`config.mk`:
```
export PLATFORM = sky130hd
export DESIGN_NAME = pwm_output_shutdown
export DESIGN_NICKNAME = d
export VERILOG_FILES = /design/src/poe_pkg.sv /design/src/poe_tick_if.sv /design/src/pwm_output_shutdown.sv /design/src/request_qualifier.sv
export SDC_FILE = /design/constraint.sdc
export NUM_CORES = 1
export LEC_CHECK = 0
export BUFFER_PORTS_ARGS = -buffer_cell sky130_fd_sc_hd__buf_4
export CORE_ASPECT_RATIO = 0.6
export CORE_UTILIZATION = 55
export CTS_CLUSTER_DIAMETER = 80
export DETAILED_ROUTE_END_ITERATION = 8
export GPL_ROUTABILITY_DRIVEN = 0
export GPL_TIMING_DRIVEN = 0
export PLACE_DENSITY = 0.85
export SYNTH_ARGS = -nofsm -noshare
export SYNTH_HDL_FRONTEND = slang
export SYNTH_SLANG_ARGS = --single-unit
```
`constraint.sdc`:
```
create_clock -name clock -period 5.4 [get_ports clock]
set_input_delay 0.54 -clock clock [delete_from_list [all_inputs] [get_ports clock]]
set_output_delay 0.54 -clock clock [all_outputs]
set_load 0.02 [all_outputs]
```
`src/poe_pkg.sv`:
```
// Shared constants and types of the output shutdown block
`default_nettype none
package poe_pkg;
    localparam int ADDR_W = 8;
    // Register byte offsets
    localparam logic [7:0] CTRL_OFF = 8'h00;
    localparam logic [7:0] MODE_OFF = 8'h04;
    localparam logic [7:0] LEVEL_OFF = 8'h08;
    localparam logic [7:0] CH0EN_OFF = 8'h0C;
    localparam logic [7:0] STAT_OFF = 8'h10;
    localparam logic [7:0] MASK_OFF = 8'h14;
    localparam logic [7:0] PINS_OFF = 8'h18;
    // Values after reset
    localparam logic CTRL_RST = 1'b0;
    localparam logic [5:0] MODE_RST = 6'h00;
    localparam logic [5:0] LEVEL_RST = 6'h3F;
    localparam logic [7:0] CH0EN_RST = 8'h00;
    localparam logic [5:0] MASK_RST = 6'h00;
    // Status and mask field positions
    localparam int ST_REQ_A = 0;
    localparam int ST_REQ_B = 1;
    localparam int ST_REQ_C = 2;
    localparam int ST_SHORT = 3;
    localparam int ST_OSC = 4;
    localparam int ST_CMP = 5;
    localparam int ST_W = 6;
    // Control field position and field widths
    localparam int CTRL_SOFT = 0;
    localparam int PAIR_PINS = 6;
    localparam int CH0_PINS = 8;
    // Sampling and divider counts
    localparam int SAMPLE_COUNT = 16;
    localparam int DIV_W = 7;
    localparam int SYNC_N = 3;
    localparam logic [1:0] RESP_OKAY = 2'h0;
    localparam logic [1:0] RESP_SLVERR = 2'h2;
    typedef enum logic [1:0]
    {
        MODE_EDGE = 2'b00,
        MODE_DIV8 = 2'b01,
        MODE_DIV16 = 2'b10,
        MODE_DIV128 = 2'b11
    } req_mode_t;
endpackage
`default_nettype wire

```
`src/poe_tick_if.sv`:
```
// Sampling clock enables shared by the request qualifiers
`default_nettype none
interface poe_tick_if;
    logic tick8;
    logic tick16;
    logic tick128;
    modport src (output tick8, output tick16, output tick128);
    modport snk (input tick8, input tick16, input tick128);
endinterface
`default_nettype wire

```
`src/pwm_output_shutdown.sv`:
```
// Timer output shutdown controller with AXI4-Lite registers
// How it works
// - Each request pin detects a falling edge or 16 low samples at clock/8, /16, /128.
// - A qualified request on any of the three pins puts controlled outputs in high impedance.
// - Controlled pins: eight channel-0 outputs, 3B/3D, and 4A to 4D.
// - Pairs 3B/3D, 4A/4C, 4B/4D are compared; both active together flags a short.
// - A short forces shutdown after three cycles, on the complementary PWM pins only.
// - Each of the six complementary pins has its own active level select bit.
// - Oscillation stop from the clock monitor puts controlled outputs in high impedance.
// - A comparator detection puts controlled outputs in high impedance.
// - A software control bit forces controlled outputs into high impedance directly.
// - Request sampling and output comparison results can raise an interrupt.
// - Every channel-0 pin placement has its own high impedance enable.
//
// Implementation choices: the AXI4-Lite slave port and the register addresses.
`default_nettype none
module pwm_output_shutdown (
    input wire logic clock,
    input wire logic rstn,
    input wire logic [poe_pkg::ADDR_W-1:0] s_axi_awaddr,
    input wire logic s_axi_awvalid,
    output logic s_axi_awready,
    input wire logic [31:0] s_axi_wdata,
    input wire logic [3:0] s_axi_wstrb,
    input wire logic s_axi_wvalid,
    output logic s_axi_wready,
    output logic [1:0] s_axi_bresp,
    output logic s_axi_bvalid,
    input wire logic s_axi_bready,
    input wire logic [poe_pkg::ADDR_W-1:0] s_axi_araddr,
    input wire logic s_axi_arvalid,
    output logic s_axi_arready,
    output logic [31:0] s_axi_rdata,
    output logic [1:0] s_axi_rresp,
    output logic s_axi_rvalid,
    input wire logic s_axi_rready,
    input wire logic shutdown_request_in_a_n,
    input wire logic shutdown_request_in_b_n,
    input wire logic shutdown_request_in_c_n,
    input wire logic ch3_output_b,
    input wire logic ch3_output_d,
    input wire logic ch4_output_a,
    input wire logic ch4_output_b,
    input wire logic ch4_output_c,
    input wire logic ch4_output_d,
    input wire logic osc_stop,
    input wire logic analog_comparator,
    output logic [poe_pkg::CH0_PINS-1:0] ch0_hiz,
    output logic [poe_pkg::PAIR_PINS-1:0] pair_hiz,
    output logic irq
);
    import poe_pkg::*;

    logic soft_hiz_r;
    logic [5:0] mode_r;
    logic [PAIR_PINS-1:0] level_sel_r;
    logic [CH0_PINS-1:0] ch0_en_r;
    logic [ST_W-1:0] status_r;
    logic [ST_W-1:0] mask_r;
    logic [ST_W-1:0] status_set;
    logic [ST_W-1:0] status_clr;
    logic [DIV_W-1:0] div_r;
    logic [2:0] req_det;
    logic [PAIR_PINS-1:0] pin_level;
    logic [PAIR_PINS-1:0] pin_active;
    logic [2:0] both_r;
    logic [SYNC_N-1:0] osc_sync_r;
    logic [SYNC_N-1:0] cmp_sync_r;
    logic osc_r;
    logic cmp_r;
    logic all_src;
    logic aw_held_r;
    logic w_held_r;
    logic [ADDR_W-1:0] awaddr_q;
    logic [31:0] wdata_q;
    logic wstrb0_q;
    logic do_write;
    logic wr_hit;
    logic [31:0] rd_data;
    logic rd_hit;

    poe_tick_if tick_bus ();

    // Sampling enables from one free-running divider
    always_ff @(posedge clock)
    begin
        if (!rstn)
            div_r <= '0;
        else
            div_r <= div_r + DIV_W'(1);
    end

    assign tick_bus.tick8 = &div_r[2:0];
    assign tick_bus.tick16 = &div_r[3:0];
    assign tick_bus.tick128 = &div_r;

    request_qualifier #(.SAMPLES(SAMPLE_COUNT)) u_req_a (
        .clock(clock),
        .rstn(rstn),
        .req_n(shutdown_request_in_a_n),
        .mode(req_mode_t'(mode_r[1:0])),
        .tick(tick_bus),
        .detect(req_det[0])
    );

    request_qualifier #(.SAMPLES(SAMPLE_COUNT)) u_req_b (
        .clock(clock),
        .rstn(rstn),
        .req_n(shutdown_request_in_b_n),
        .mode(req_mode_t'(mode_r[3:2])),
        .tick(tick_bus),
        .detect(req_det[1])
    );

    request_qualifier #(.SAMPLES(SAMPLE_COUNT)) u_req_c (
        .clock(clock),
        .rstn(rstn),
        .req_n(shutdown_request_in_c_n),
        .mode(req_mode_t'(mode_r[5:4])),
        .tick(tick_bus),
        .detect(req_det[2])
    );

    // Clock monitor and comparator may sit in other domains
    always_ff @(posedge clock)
    begin
        if (!rstn)
        begin
            osc_sync_r <= '0;
            cmp_sync_r <= '0;
        end
        else
        begin
            osc_sync_r <= {osc_sync_r[SYNC_N-2:0], osc_stop};
            cmp_sync_r <= {cmp_sync_r[SYNC_N-2:0], analog_comparator};
        end
    end

    always_ff @(posedge clock)
    begin
        if (!rstn)
        begin
            osc_r <= 1'b0;
            cmp_r <= 1'b0;
        end
        else
        begin
            if (osc_sync_r[1] == osc_sync_r[2])
                osc_r <= osc_sync_r[1];
            if (cmp_sync_r[1] == cmp_sync_r[2])
                cmp_r <= cmp_sync_r[1];
        end
    end

    // Pair order: 3B/3D, 4A/4C, 4B/4D
    assign pin_level = {ch4_output_d, ch4_output_b, ch4_output_c, ch4_output_a,
        ch3_output_d, ch3_output_b};
    assign pin_active = ~(pin_level ^ level_sel_r);

    // Registering the overlap delays it one cycle; an overlap seen at a single edge still counts
    genvar p;
    generate
        for (p = 0; p < 3; p++)
        begin : g_pair
            always_ff @(posedge clock)
            begin
                if (!rstn)
                    both_r[p] <= 1'b0;
                else
                    both_r[p] <= pin_active[2*p] & pin_active[2*p+1];
            end
        end
    endgenerate

    always_comb
    begin
        status_set = '0;
        status_set[ST_REQ_C:ST_REQ_A] = req_det;
        status_set[ST_SHORT] = |both_r;
        status_set[ST_OSC] = osc_r;
        status_set[ST_CMP] = cmp_r;
    end

    // A write with lane 0 off must leave the flags alone, as for every other register
    assign status_clr = (do_write && wr_hit && wstrb0_q && awaddr_q == STAT_OFF) ?
        wdata_q[ST_W-1:0] : '0;

    // Set beats clear, so a flag cannot drop while its cause persists
    always_ff @(posedge clock)
    begin
        if (!rstn)
            status_r <= '0;
        else
            status_r <= (status_r & ~status_clr) | status_set;
    end

    assign all_src = |status_r[ST_REQ_C:ST_REQ_A] | status_r[ST_OSC] | status_r[ST_CMP]
        | soft_hiz_r;

    always_ff @(posedge clock)
    begin
        if (!rstn)
        begin
            ch0_hiz <= '0;
            pair_hiz <= '0;
        end
        else
        begin
            ch0_hiz <= {CH0_PINS{all_src}} & ch0_en_r;
            pair_hiz <= {PAIR_PINS{all_src | status_r[ST_SHORT]}};
        end
    end

    always_ff @(posedge clock)
    begin
        if (!rstn)
            irq <= 1'b0;
        else
            irq <= |(status_r & mask_r);
    end

    // Write channel: address and data taken in either order
    always_ff @(posedge clock)
    begin
        if (!rstn)
        begin
            aw_held_r <= 1'b0;
            s_axi_awready <= 1'b1;
            awaddr_q <= '0;
        end
        else if (s_axi_awvalid && s_axi_awready)
        begin
            aw_held_r <= 1'b1;
            s_axi_awready <= 1'b0;
            awaddr_q <= s_axi_awaddr;
        end
        else if (s_axi_bvalid && s_axi_bready)
        begin
            aw_held_r <= 1'b0;
            s_axi_awready <= 1'b1;
        end
    end

    always_ff @(posedge clock)
    begin
        if (!rstn)
        begin
            w_held_r <= 1'b0;
            s_axi_wready <= 1'b1;
            wdata_q <= '0;
            wstrb0_q <= 1'b0;
        end
        else if (s_axi_wvalid && s_axi_wready)
        begin
            w_held_r <= 1'b1;
            s_axi_wready <= 1'b0;
            wdata_q <= s_axi_wdata;
            wstrb0_q <= s_axi_wstrb[0];
        end
        else if (s_axi_bvalid && s_axi_bready)
        begin
            w_held_r <= 1'b0;
            s_axi_wready <= 1'b1;
        end
    end

    assign do_write = aw_held_r && w_held_r && !s_axi_bvalid;
    assign wr_hit = awaddr_q == CTRL_OFF || awaddr_q == MODE_OFF || awaddr_q == LEVEL_OFF
        || awaddr_q == CH0EN_OFF || awaddr_q == STAT_OFF || awaddr_q == MASK_OFF
        || awaddr_q == PINS_OFF;

    always_ff @(posedge clock)
    begin
        if (!rstn)
        begin
            s_axi_bvalid <= 1'b0;
            s_axi_bresp <= RESP_OKAY;
        end
        else if (do_write)
        begin
            s_axi_bvalid <= 1'b1;
            s_axi_bresp <= wr_hit ? RESP_OKAY : RESP_SLVERR;
        end
        else if (s_axi_bready)
            s_axi_bvalid <= 1'b0;
    end

    // All fields sit in byte lane 0
    always_ff @(posedge clock)
    begin
        if (!rstn)
        begin
            soft_hiz_r <= CTRL_RST;
            mode_r <= MODE_RST;
            level_sel_r <= LEVEL_RST;
            ch0_en_r <= CH0EN_RST;
            mask_r <= MASK_RST;
        end
        else if (do_write && wstrb0_q)
        begin
            case (awaddr_q)
                CTRL_OFF: soft_hiz_r <= wdata_q[CTRL_SOFT];
                MODE_OFF: mode_r <= wdata_q[5:0];
                LEVEL_OFF: level_sel_r <= wdata_q[PAIR_PINS-1:0];
                CH0EN_OFF: ch0_en_r <= wdata_q[CH0_PINS-1:0];
                MASK_OFF: mask_r <= wdata_q[ST_W-1:0];
                default: ;
            endcase
        end
    end

    // Read channel
    always_comb
    begin
        rd_data = '0;
        rd_hit = 1'b1;
        case (s_axi_araddr)
            CTRL_OFF: rd_data[CTRL_SOFT] = soft_hiz_r;
            MODE_OFF: rd_data[5:0] = mode_r;
            LEVEL_OFF: rd_data[PAIR_PINS-1:0] = level_sel_r;
            CH0EN_OFF: rd_data[CH0_PINS-1:0] = ch0_en_r;
            STAT_OFF: rd_data[ST_W-1:0] = status_r;
            MASK_OFF: rd_data[ST_W-1:0] = mask_r;
            PINS_OFF: rd_data[PAIR_PINS-1:0] = pin_level;
            default: rd_hit = 1'b0;
        endcase
    end

    always_ff @(posedge clock)
    begin
        if (!rstn)
        begin
            s_axi_arready <= 1'b1;
            s_axi_rvalid <= 1'b0;
            s_axi_rdata <= '0;
            s_axi_rresp <= RESP_OKAY;
        end
        else if (s_axi_arvalid && s_axi_arready)
        begin
            s_axi_arready <= 1'b0;
            s_axi_rvalid <= 1'b1;
            s_axi_rdata <= rd_data;
            s_axi_rresp <= rd_hit ? RESP_OKAY : RESP_SLVERR;
        end
        else if (s_axi_rvalid && s_axi_rready)
        begin
            s_axi_arready <= 1'b1;
            s_axi_rvalid <= 1'b0;
        end
    end
endmodule
`default_nettype wire

```
`src/request_qualifier.sv`:
```
// Qualifier for one active-low shutdown request pin
`default_nettype none
module request_qualifier #(
    parameter int SAMPLES = poe_pkg::SAMPLE_COUNT
) (
    input wire logic clock,
    input wire logic rstn,
    input wire logic req_n,
    input wire poe_pkg::req_mode_t mode,
    poe_tick_if.snk tick,
    output logic detect
);
    import poe_pkg::*;
    localparam int CW = $clog2(SAMPLES + 1);
    localparam logic [CW-1:0] FULL = CW'(SAMPLES);
    logic [SYNC_N-1:0] sync_r;
    logic level_r;
    logic prev_r;
    logic [CW-1:0] cnt_r;
    logic tick_sel;

    always_ff @(posedge clock)
    begin
        if (!rstn)
            sync_r <= '1;
        else
            sync_r <= {sync_r[SYNC_N-2:0], req_n};
    end

    // A change counts only once the second and third stages agree
    always_ff @(posedge clock)
    begin
        if (!rstn)
        begin
            level_r <= 1'b1;
            prev_r <= 1'b1;
        end
        else
        begin
            if (sync_r[1] == sync_r[2])
                level_r <= sync_r[1];
            prev_r <= level_r;
        end
    end

    always_comb
    begin
        case (mode)
            MODE_DIV8: tick_sel = tick.tick8;
            MODE_DIV16: tick_sel = tick.tick16;
            MODE_DIV128: tick_sel = tick.tick128;
            default: tick_sel = 1'b0;
        endcase
    end

    // Any high sample restarts the run of low samples
    always_ff @(posedge clock)
    begin
        if (!rstn || level_r)
            cnt_r <= '0;
        else if (tick_sel && cnt_r != FULL)
            cnt_r <= cnt_r + CW'(1);
    end

    always_ff @(posedge clock)
    begin
        if (!rstn)
            detect <= 1'b0;
        else if (mode == MODE_EDGE)
            detect <= prev_r & ~level_r;
        else
            detect <= (cnt_r == FULL);
    end
endmodule
`default_nettype wire

```
==> metrics.md <==
| Metric | Value |
|---|---|
| Status | finished, final reports clean |
| R2R Setup Slk | between 3 and 4 ns |
| CP Capture Point | u_req_a.cnt_r[4]$_SDFFE_PP0P_ |
| Pwr Total | roughly 0.0023 W |
| Comb power frac | approximately 7.5% |
| Via count | 4975 |
| All-Layer GR Usage | between 20 and 30% |
| Die W | about 130 µm |
| Slowest stage delay, CP | ~0.63 ns |
| Synth cell count leaders | 128 x dfxtp_1, 87 x nand2_1, 48 x a21oi_1, 37 x mux2i_1, 35 x o21ai_0 |
| Average routed wire per standard cell | roughly 16 µm |
| Final worst-path cycle share | between 40% and 50% |
| Critical Path Start | div_r[0]$_SDFF_PN0_ |
| IO buf count | between 70 and 80 |
| R2R Path Start | div_r[0]$_SDFF_PN0_ |
| DRT antenna net count | 0 |
| Area growth syn-to-layout | 25.2% |
| Placed cells | ~840 |
| Multi-input logic area | ~0.0026 mm² |
| Hold Path Stages | 2 |
| Finished Layout Cells | between 800 and 900 |
| FF+latch area | 0.00256 mm² |
| EDFF count, synth | 0 |
| H-tree Lvls | 4 |
| Crit-path cells | ha_1 -> ha_1 -> nor2_1 -> nor3_1 -> nor3b_1 -> mux2i_1 |
| Async set-or-reset flop fraction in the synthesized netlist | 0% |
| Final setup violation count | 0 |
| DRC | 0 |
| CTS sink cnt | between 100 and 150 |
| Dpl hpwl | between 10 and 15 mm |
| Max-slew violations | 0 |
| Layout cells sized above 1 | 19.4% |
| Net Sw Frac | around 22% |
| Vias per cell | about 5.7 |
| Largest cells by area after synthesis | dfxtp_1 47%, mux2i_1 6.8%, nand2_1 6.0%, a21oi_1 4.4%, buf_4 4.3% |
| YS warnings | 0 |
| Cts-stage hold buffer count | 0 |
| Final nets | roughly 800 |
| Most Frequent Cell on Critical Path | ha_1 |
| First-pass GRT wire length | approximately 22 mm |
| Clock Latency Late Sink | roughly 0.42 ns |
| Starting Density | between 50% and 60% |
| Row cnt | 27 |
| Kind of critical path | reg -> reg |
| Startpoint types | flip-flop |
| Pwr per Cell Area | roughly 340 mW/mm² |
| R2R Path End | u_req_a.cnt_r[4]$_SDFFE_PP0P_ |
| CP max-delay cell | nor3_1 |
| Number of setup buffers added after CTS | 0 |
| # fillers | 693 |
| FMAX | around 450 MHz |
| CTS Buf Count | 17 |
| Setup crit end kind | flip-flop |
| Mapped Area | roughly 0.0055 mm² |
| RSZ-0062 raised after global routing | no |
| Internal power | ~0.0018 W |
| Total Wirelength | 14.3 mm |
| Yosys top cell area share | between 40 and 50% |
| Synthesized flop and latch total | around 130 |
| CTS tree | done |
| Max Cap Viol | 0 |
| Flop pwr share | 42.8% |
| Data required time of the critical path | about 5.8 ns |
| Worst Skew | just over 0.005 ns |
| Highest net fanout along the worst path | 8 |
| Inserted Diodes | 0 |
| I/O pin count | 126 |
| Final critical-path required period | about 2.2 ns |
| Hold Vio Cnt, Final | 0 |
| Leakage power | 2.92 nW |
| Most used DFF post-synth | dfxtp_1 |
| Worst Hold Class | in -> reg |
| Leading area contributor after synthesis | dfxtp_1 |
| Die H | 79.2 µm |
| Count leader, synth | dfxtp_1 |
| R2R depth | 6 |
| Initial antenna violation count | 0 |
| Maximum vdd drop | approximately 0.00024 V |
| DRT Pass-1 Iters | 6 |
| Vias in the first global route | between 4000 and 5000 |
| Net Switching | between 0.0005 and 0.0006 W |
| Overflow after GRT | 0 |
| Largest net degree at the start of global routing | 17 |
| Post-Syn Instances | between 600 and 700 |
| Clk root buf | clkbuf_16 |
| Worst Max-Slew Pin Slew | between 0.8 and 0.9 ns |
| Place WS | around 3.0 ns |
| Setup TNS | 0 ns |
| Reg clk slew, reported paths | roughly 0.05 ns |
| Core ar. | between 0.009 and 0.01 mm² |
| Sequential cell area fraction in the yosys report | a little under half |
| Mean area per synthesized cell | just under 9 µm² |
| Die area | just over 0.01 mm² |
| Post-route setup slack | roughly 3.2 ns |
| Initial drt markers | around 520 |
| Worst slew margin | between 40% and 50% |
| Clock power share | around half |
| Distinct cell type count after synthesis | 54 |
| Worst hold margin | 0.303 ns |
| Post-CTS Resized | 0 |
| Crit path arrival time | around 2.6 ns |
| CTS Buffer Depth | 2 |
[flip-flops by register name (all words and copies together), names as in the netlist, 3 cells and up]
| register | count |
|---|---|
| s_axi_rdata | 8 |
| u_req_a.sync_r | 3 |
| mask_r | 6 |
| u_req_c.sync_r | 3 |
| ch0_hiz | 8 |
| u_req_a.cnt_r | 5 |
| u_req_c.cnt_r | 5 |
| status_r | 6 |
| both_r | 3 |
| mode_r | 6 |
| u_req_b.sync_r | 3 |
| div_r | 7 |
| wdata_q | 8 |
| osc_sync_r | 3 |
| u_req_b.cnt_r | 5 |
| level_sel_r | 6 |
| ch0_en_r | 8 |
| awaddr_q | 8 |
| cmp_sync_r | 3 |
[layer usage]
metal	GRT usage [%]	share of wire, %	vias to the layer above
met2	43.7	43	269
met1	38.4	45	2344
met3	7.48	9.7	39
li1	-	-	2323
met4	12.0	2.1	0
met5	0	0	-
[cell type report]
type	instances	area share (%)
Tap cell	130	2.38
Buffer	52	4.59
Multi-Input combinational cell	438	38.2
Clock buffer	23	6.99
Inverter	18	0.988
Timing Repair Buffer	71	7.80
Clock inverter	6	1.57
Sequential cell	128	37.5
[layout by cell type, fill, tap and decap left out, types with 4 or more instances in the layout]
master     netlist  final
or4_1            4      4
and3_1          10     10
dfxtp_1        128    128
o221ai_1         4      4
nand2_1         87     87
nor2b_1         10     10
ha_1             8      8
clkbuf_16        0     17
o22ai_1          5      5
o21ai_0         35     35
nand3_1         28     28
xor2_1           8      8
buf_4           31    102
a31oi_1         11     11
mux2i_1         37     37
and2_1          11     11
nand2b_1        17     17
conb_1           1     26
nor3_1           7      7
o31ai_1          4      4
a22oi_1          4      4
nor2_1          27     27
inv_1           18     18
clkbuf_1        18     21
a21oi_1         48     48
nor4_1           4      4
[worst min-delay path by stage]
stage	from	to	slack (ns)
after floorplan	u_req_a.sync_r[0]$_SDFF_PN1_	u_req_a.sync_r[1]$_SDFF_PN1_	0.39
after global placement	u_req_c.sync_r[0]$_SDFF_PN1_	u_req_c.sync_r[1]$_SDFF_PN1_	0.39
after detailed placement	u_req_a.sync_r[0]$_SDFF_PN1_	u_req_a.sync_r[1]$_SDFF_PN1_	0.40
after CTS	shutdown_request_in_c_n	u_req_c.sync_r[0]$_SDFF_PN1_	0.30
after global routing	shutdown_request_in_c_n	u_req_c.sync_r[0]$_SDFF_PN1_	0.30
final	shutdown_request_in_a_n	u_req_a.sync_r[0]$_SDFF_PN1_	0.30
[kinds of logic (layout without fill, tap and decap cells)]
kind of cell	after synthesis	count (layout)	synth area share [%]
other	1	26	0.0687
multiplexers	38	38	6.99
adder cells (fa/ha/maj)	8	8	1.83
XOR/XNOR	8	8	1.28
buffers and inverters	70	170	6.99
AND/OR/NAND/NOR	227	227	21.4
AO/OA/AOI/OAI	131	131	14.5
flip-flops	128	128	46.9
[metrics by stage]
step | area [µm²] | utilization (%)
floorplan | 5560 | -
global placement | 6250 | 66.6
detailed placement | 6250 | 66.6
CTS | 6840 | 72.8
global route | 6840 | 72.8
finish | 6840 | 72.8
[worst max-delay path, delay by kind of cell (launching register included)]
kind / cells / cell delay (ns)
fa+ha+maj: 2 / 0.53
mux: 1 / 0.22
flops: 1 / 0.35
simple gates: 3 / 1.06
[power groups by stage]
stage          registers [W]  logic [W]  clock network (W)
6_report            0.000989   0.000172            0.00115
2_1_floorplan        0.00101   0.000102                  0
3_3_place_gp         0.00101   0.000163                  0
3_5_place_dp         0.00101   0.000168                  0
5_1_grt             0.000991   0.000185            0.00118
4_1_cts             0.000989   0.000169            0.00115
Power figures use the tool's default switching activity.
